`config.mk`:
```
export PLATFORM = sky130hd
export DESIGN_NAME = ibsc_top
export DESIGN_NICKNAME = d
export VERILOG_FILES = /design/src/hw/ibsc_pkg.sv /design/src/hw/ibsc_top.sv
export VERILOG_INCLUDE_DIRS = /design/src /design/src/hw
export SDC_FILE = /design/constraint.sdc
export NUM_CORES = 1
export LEC_CHECK = 0
export CORE_AREA = 2 2 65 67
export DETAILED_ROUTE_END_ITERATION = 6
export DIE_AREA = 0 0 67 69
export DONT_BUFFER_PORTS = 1
export HOLD_SLACK_MARGIN = 0.12
export PLACE_DENSITY_LB_ADDON = 0.3
export SLEW_MARGIN = 15
export SYNTH_ARGS = -nofsm -noshare
export SYNTH_HDL_FRONTEND = slang
export SYNTH_SLANG_ARGS = --single-unit
```
`constraint.sdc`:
```
create_clock -name clk -period 2.2 [get_ports clk]
set_input_delay 0.33 -clock clk [delete_from_list [all_inputs] [get_ports clk]]
set_output_delay 0.33 -clock clk [all_outputs]
set_load 0.005 [all_outputs]
```
`src/hw/ibsc_defs.svh`:
```
// Offsets, field positions and reset values of the boot and security block
`ifndef IBSC_DEFS_SVH
`define IBSC_DEFS_SVH

// Special function register addresses
`define IBSC_CTRL_ADDR     8'hbf
`define IBSC_UNLOCK_ADDR   8'hf6

// Unlock sequence values
`define IBSC_UNLOCK_KEY1   8'h87
`define IBSC_UNLOCK_KEY2   8'h59

// Control register fields
`define IBSC_BIT_SWRST     7
`define IBSC_BIT_EXEC      5
`define IBSC_BIT_AUX       4
`define IBSC_BIT_ONE       3
`define IBSC_BIT_BOOTSEL   1
`define IBSC_BIT_PROGEN    0

// Security register location, erased value and fields
`define IBSC_SEC_ADDR      16'hffff
`define IBSC_SEC_ERASED    8'hff
`define IBSC_SEC_LOCK      1
`define IBSC_SEC_TBRD      2
`define IBSC_SEC_ENC       3
`define IBSC_SEC_GAIN      7

`endif

```
`src/hw/ibsc_pkg.sv`:
```
// Types shared by the boot and security block
package ibsc_pkg;

    // Progress of the two-value unlock sequence
    typedef enum logic [1:0] {
        IBSC_LOCKED,
        IBSC_HALF,
        IBSC_OPEN
    } ibsc_unlock_t;

    // Special function register access from the CPU
    typedef struct packed {
        logic [7:0]  addr;
        logic        wr;
        logic        rd;
        logic [7:0]  wdata;
    } ibsc_sfr_req_t;

    // Programmer access to the security register
    typedef struct packed {
        logic        prog_mode;
        logic [15:0] addr;
        logic        wr;
        logic        rd;
        logic [7:0]  wdata;
        logic        erase_all;
    } ibsc_prog_req_t;

    // Table-read request from the CPU
    typedef struct packed {
        logic        valid;
        logic        from_external;
        logic        to_internal;
    } ibsc_tbrd_req_t;

    // Whole state of the block
    typedef struct packed {
        ibsc_unlock_t unlock;
        logic         strap_done;
        logic         swrst;
        logic         aux;
        logic         bootsel;
        logic         progen;
        logic         exec;
        logic [7:0]   sec;
        logic         soft_rst_pulse;
        logic [7:0]   sfr_rdata;
        logic [7:0]   prog_rdata;
        logic         prog_rvalid;
        logic         rom_block;
        logic         osc_half;
        logic         tbrd_route_int;
        logic [7:0]   p0_out;
    } ibsc_state_t;

endpackage

```
`src/hw/ibsc_top.sv`:
```
// Boot source, unlock protected control register and security options
`include "ibsc_defs.svh"

module ibsc_top
    import ibsc_pkg::*;
#(
    parameter logic [7:0] ENC_KEY = 8'h5a
) (
    // Clock and reset
    input  wire logic           clk,
    input  wire logic           rstn,
    // CPU register port
    input  wire ibsc_sfr_req_t  sfr_req,
    output logic [7:0]          sfr_rdata,
    // CPU power state
    input  wire logic           idle_wake,
    // Boot straps
    input  wire logic           strap_p26,
    input  wire logic           strap_p27,
    input  wire logic           strap_p43,
    // Programmer port
    input  wire ibsc_prog_req_t prog_req,
    output logic [7:0]          prog_rdata,
    output logic                prog_rvalid,
    // Table-read steering
    input  wire ibsc_tbrd_req_t tbrd_req,
    output logic                tbrd_route_internal,
    // Port 0 data path
    input  wire logic [7:0]     p0_data,
    output logic [7:0]          p0_pin_out,
    // Status to the rest of the chip
    output logic                exec_source_flag,
    output logic                aux_ram_enable,
    output logic                soft_reset_pulse,
    output logic                rom_access_block,
    output logic                osc_gain_half
);

    // A zero key leaves the encoder a plain rotation
    if (ENC_KEY == 8'h00) begin : g_key_check
        $error("ENC_KEY must be nonzero");
    end

    localparam ibsc_state_t ST_RESET = '{
        unlock: IBSC_LOCKED,
        sec: `IBSC_SEC_ERASED,
        default: '0
    };

    logic [1:0]  rst_ff;
    logic        rst_sync_n;
    ibsc_state_t st;
    ibsc_state_t nx;
    logic        armed;
    logic        ctrl_wr;
    logic        unl_wr;
    logic        sec_ok;

    // Reading the control register as software sees it
    function automatic logic [7:0] ctrl_view(input ibsc_state_t s);
        logic [7:0] v;
        v = 8'h00;
        v[`IBSC_BIT_SWRST]   = s.swrst;
        v[`IBSC_BIT_EXEC]    = s.exec;
        v[`IBSC_BIT_AUX]     = s.aux;
        v[`IBSC_BIT_ONE]     = 1'b1;
        v[`IBSC_BIT_BOOTSEL] = s.bootsel;
        v[`IBSC_BIT_PROGEN]  = s.progen;
        return v;
    endfunction

    // Port 0 scrambler: rotate then mix with the key
    function automatic logic [7:0] encode(input logic [7:0] d);
        return {d[6:0], d[7]} ^ ENC_KEY;
    endfunction

    // Reset release through two flip-flops
    always_ff @(posedge clk or negedge rstn) begin
        if (!rstn) begin
            rst_ff <= 2'b00;
        end else begin
            rst_ff <= {rst_ff[0], 1'b1};
        end
    end
    assign rst_sync_n = rst_ff[1];

    // Decodes for the next-state logic; all but sec_ok also feed the checks
    assign armed   = st.swrst && st.bootsel && st.progen;
    assign ctrl_wr = sfr_req.wr && (sfr_req.addr == `IBSC_CTRL_ADDR);
    assign unl_wr  = sfr_req.wr && (sfr_req.addr == `IBSC_UNLOCK_ADDR);
    assign sec_ok  = prog_req.prog_mode
                     && (prog_req.addr == `IBSC_SEC_ADDR)
                     && st.sec[`IBSC_SEC_LOCK];

    // Next state of the whole block
    always_comb begin
        nx = st;
        nx.soft_rst_pulse = 1'b0;
        nx.prog_rvalid    = 1'b0;

        // Straps are caught once, the cycle after reset release
        if (!st.strap_done) begin
            nx.strap_done = 1'b1;
            nx.exec = (!strap_p27 && !strap_p26)
                      || !strap_p43;
        end

        // Unlock sequence; a stray value always closes access
        if (unl_wr) begin
            case (st.unlock)
                IBSC_LOCKED: begin
                    if (sfr_req.wdata == `IBSC_UNLOCK_KEY1) begin
                        nx.unlock = IBSC_HALF;
                    end
                end
                IBSC_HALF: begin
                    if (sfr_req.wdata == `IBSC_UNLOCK_KEY2) begin
                        nx.unlock = IBSC_OPEN;
                    end else if (sfr_req.wdata == `IBSC_UNLOCK_KEY1) begin
                        nx.unlock = IBSC_HALF;
                    end else begin
                        nx.unlock = IBSC_LOCKED;
                    end
                end
                IBSC_OPEN: begin
                    if (sfr_req.wdata == `IBSC_UNLOCK_KEY1) begin
                        nx.unlock = IBSC_HALF;
                    end else if (sfr_req.wdata != `IBSC_UNLOCK_KEY2) begin
                        nx.unlock = IBSC_LOCKED;
                    end
                end
                default: begin
                    nx.unlock = IBSC_LOCKED;
                end
            endcase
        end

        // Control writes land only while access is open
        if (ctrl_wr && st.unlock == IBSC_OPEN) begin
            nx.swrst   = sfr_req.wdata[`IBSC_BIT_SWRST];
            nx.aux     = sfr_req.wdata[`IBSC_BIT_AUX];
            nx.bootsel = sfr_req.wdata[`IBSC_BIT_BOOTSEL];
            nx.progen  = sfr_req.wdata[`IBSC_BIT_PROGEN];
        end

        // Wake from idle: reset when armed, else switch to loader if progen is set
        if (idle_wake) begin
            if (armed) begin
                nx.soft_rst_pulse = 1'b1;
                nx.exec    = 1'b0;
                nx.swrst   = 1'b0;
                nx.aux     = 1'b0;
                nx.bootsel = 1'b0;
                nx.progen  = 1'b0;
                nx.unlock  = IBSC_LOCKED;
            end else if (st.progen) begin
                nx.exec = 1'b1;
            end
        end

        // Register reads; unmapped addresses answer zero
        if (sfr_req.rd) begin
            if (sfr_req.addr == `IBSC_CTRL_ADDR) begin
                nx.sfr_rdata = ctrl_view(st);
            end else begin
                nx.sfr_rdata = 8'h00;
            end
        end

        // Security bits only fall; erase-all is the way back up
        if (prog_req.erase_all) begin
            nx.sec = `IBSC_SEC_ERASED;
        end else if (prog_req.wr && sec_ok) begin
            nx.sec = st.sec & prog_req.wdata;
        end

        // Reads hide the register once the lock bit is clear
        if (prog_req.rd) begin
            nx.prog_rvalid = 1'b1;
            nx.prog_rdata  = sec_ok ? st.sec : 8'h00;
        end

        // Option outputs follow the stored security bits
        nx.rom_block = !st.sec[`IBSC_SEC_LOCK];
        nx.osc_half  = !st.sec[`IBSC_SEC_GAIN];

        // External code may not read inside while restricted
        nx.tbrd_route_int = tbrd_req.valid && tbrd_req.to_internal
            && (!tbrd_req.from_external
                || st.sec[`IBSC_SEC_TBRD]);

        // Encryption is active low in the option byte
        nx.p0_out = st.sec[`IBSC_SEC_ENC] ? p0_data
                                          : encode(p0_data);
    end

    // The single state register
    always_ff @(posedge clk or negedge rst_sync_n) begin
        if (!rst_sync_n) begin
            st <= ST_RESET;
        end else begin
            st <= nx;
        end
    end

    // Outputs straight from the state register
    assign sfr_rdata           = st.sfr_rdata;
    assign prog_rdata          = st.prog_rdata;
    assign prog_rvalid         = st.prog_rvalid;
    assign tbrd_route_internal = st.tbrd_route_int;
    assign p0_pin_out          = st.p0_out;
    assign exec_source_flag    = st.exec;
    assign aux_ram_enable      = st.aux;
    assign soft_reset_pulse    = st.soft_rst_pulse;
    assign rom_access_block    = st.rom_block;
    assign osc_gain_half       = st.osc_half;
endmodule

```
==> reports/results.ini <==
[timing]
min_period_ps = 1492
finalHoldViolCount = 0
finalCritPeriodShare_pct = 67.81
tightest_slew_ps = 894.4
setup_violations = 0
fmax_ghz = 0.6704
clock-skew-final_ps = 9.901
slew_violations = 0
max-slew-margin-rel_pct = 40.37
whs_ps = 129.0
rsz0062_at_grt = no
fin_tns_setup_ps = 0

[cts]
cts_tree = done
root_buffer = clkbuf_8
clock-sinks = 45
htreeDepth = 2
clk_latency_ps = 300
post-cts-setup-buffers = 0
cts-buffers-inserted = 5
clk_path_buf_depth = 2
path_clk_slew_ps = 90

[global_route]
use_met3_pct = 6.199
grt_overflow = 0
grt_util_met2_pct = 27.61
grt_max_degree = 44
grt_busiest_layer = met2
grtUsageMet1_pct = 19.33
antenna_found_initial = 0
grtUsageTotal_pct = 16.61
grt_pass1_wl_um = 5858
grt_pass1_vias = 1268

[yosys]
syn_area_per_cell_um2 = 11.79
synth_area_um2 = 2111
ys_ff_latch = 45
yosysTopAreaCellShare_pct = 43.86
seq_area_frac_synth_pct = 53.82
synth_cell_types = 34
syn_inst = 179
synth_top_cell_by_area = dfrtp_1
synthTopCellsByArea = dfrtp_1 44%, dfstp_2 10%, buf_4 8.9%
yosys_warnings = 0

[routing]
dr.pass1.iters = 4
drt_iter0_markers = 85
ant_nets = 0
vias = 1270
route.detailed.drc = 0
wirelength_um = 3762
viasPerCell = 5.826
wl_per_cell_um = 17.26

[die]
start_util_pct = 53.93
core_um2 = 3914
die_area_um2 = 4623
ioPinCount = 94
rows = 23
die_h_um = 69
die-width_um = 67

[cells_and_area]
syn_to_final_growth_pct = 1.778
fin_nets = 230
drive_above_1_share_pct = 17.26
insertedDiodeCount = 0

[placement]
place_congestion = 0.7720
dpl.hpwl_um = 2884
numPortBuffers = 0

[run]
drv_cap = 0

[critical_path]
crit_arrival_ps = 1730
startpoint_type = register
worstSetupPathType = reg2reg
startpoint = st[30]$_DFFE_PN1P_
r2r-start = st[30]$_DFFE_PN1P_
crit_required_ps = 2440
cp-end-kind = register
path_max_fanout = 9

[power_and_ir_drop]
vdd_ir_drop_max_mv = 0.3173
leakage_nw = 0.9572
power_density_nw_per_um2 = 661.9

[min_path]
hold_path.class = in2reg
hp-start = prog_req[0]

[status]
outcome = finished, final reports clean

-- worst max-delay path, cell delays in order (launching register included) --
cell	delay (ps)
dfstp_2	550
nand2_1	60
nor2_2	270
and3_1	390
a22o_1	180
-- cell usage after synthesis --
cell	instances
a21o_1	10
a21oi_1	2
a21oi_2	1
a22o_1	12
and3_1	1
and4bb_1	1
buf_1	1
buf_2	1
buf_4	25
clkbuf_1	2
clkinv_1	1
conb_1	2
dfrtp_1	37
dfstp_2	8
inv_1	9
mux2_2	4
mux2i_1	3
nand2_1	10
nand2b_1	1
nand3_1	5
nand3b_1	2
nand4_1	9
nand4_4	1
nand4b_1	10
nor2_1	2
nor2_2	1
nor3_4	1
nor3b_1	2
nor4_4	3
nor4bb_1	1
o21a_1	1
o21ai_0	8
o22ai_1	1
or3b_4	1
-- stage by stage --
stage	util, %	setup slack (ps)	instances	power, mW	cell area [um^2]
global placement	50.54	793.1	202	0.9148	1978
floorplan	-	868.9	181	0.9239	2118
finish	54.89	708.3	218	1.422	2148
global route	54.89	579.4	218	1.486	2148
detailed placement	50.54	736.5	202	0.9183	1978
CTS	54.12	719.9	215	1.435	2118
-- final timing paths --
kind | depth (start not counted) | slack (ps) | endpoint
max | 4 | 710 | prog_rdata[3]$_DFFE_PN0P_
min | 1 | 130 | st[30]$_DFFE_PN1P_
max reg2reg | 4 | 710 | prog_rdata[3]$_DFFE_PN0P_
min reg2reg | 0 | 360 | rst_ff[1]$_DFF_PN0_
max in group asynchronous | 0 | 1230 | p0_pin_out[5]$_DFF_PN0_
min in group asynchronous | 1 | 250 | rst_ff[0]$_DFF_PN0_
-- kinds of logic after synthesis --
logic type / synth area share (%)
AND/OR/NAND/NOR: 18.85
multiplexers: 3.557
buffers and inverters: 11.44
flip-flops: 53.82
other: 0.3558
AO/OA/AOI/OAI: 11.97
-- what timing repair did --
item | in CTS | in global routing
gates resized for setup | 0 | 0
setup endpoints to repair | 0 | 0
hold buffers | 5 | 3
hold endpoints to repair | 10 | 3
-- flip-flops by register name, indices dropped and copies added, names as in the netlist --
signal / count
soft_reset_pulse: 1
aux_ram_enable: 1
rom_access_block: 1
prog_rdata: 8
tbrd_route_internal: 1
st: 14
p0_pin_out: 8
osc_gain_half: 1
rst_ff: 2
exec_source_flag: 1
prog_rvalid: 1
sfr_rdata: 6
-- per-layer routing --
layer  up-vias  routed length, um
li1        592                  -
met1       613               1568
met2        60               1818
met3         5                322
met4         0                 53
met5         -                  0
-- cell type report --
cell class | instances | area [um^2]
Fill cell | 332 | 1765
Sequential cell | 45 | 1137
Multi-Input combinational cell | 97 | 740.7
Timing Repair Buffer | 8 | 80.08
Clock buffer | 5 | 68.82
Tap cell | 50 | 62.56
Inverter | 10 | 37.54
Clock inverter | 3 | 21.27
-- cell usage in the layout (no fill, tap or decap), types with 2 or more instances in the layout --
cell type / n
dfrtp_1: 36
a22o_1: 12
nand2_1: 10
nand4b_1: 10
a21o_1: 10
inv_1: 9
nand4_1: 9
o21ai_0: 8
dlygate4sd3_1: 8
dfstp_2: 8
nand3_1: 5
clkbuf_8: 5
mux2_2: 4
conb_1: 4
mux2i_1: 3
nor4_4: 3
nand3b_1: 2
a21oi_1: 2
nor3b_1: 2
nor2_1: 2
-- report_power, final --
group	total, mW	internal [mW]	switching (mW)	leakage [nW]
combinational	0.0504	0.0268	0.0235	0.344
sequential	0.863	0.842	0.0216	0.568
clock	0.508	0.225	0.283	0.0445
Power figures use the tool's default switching activity.
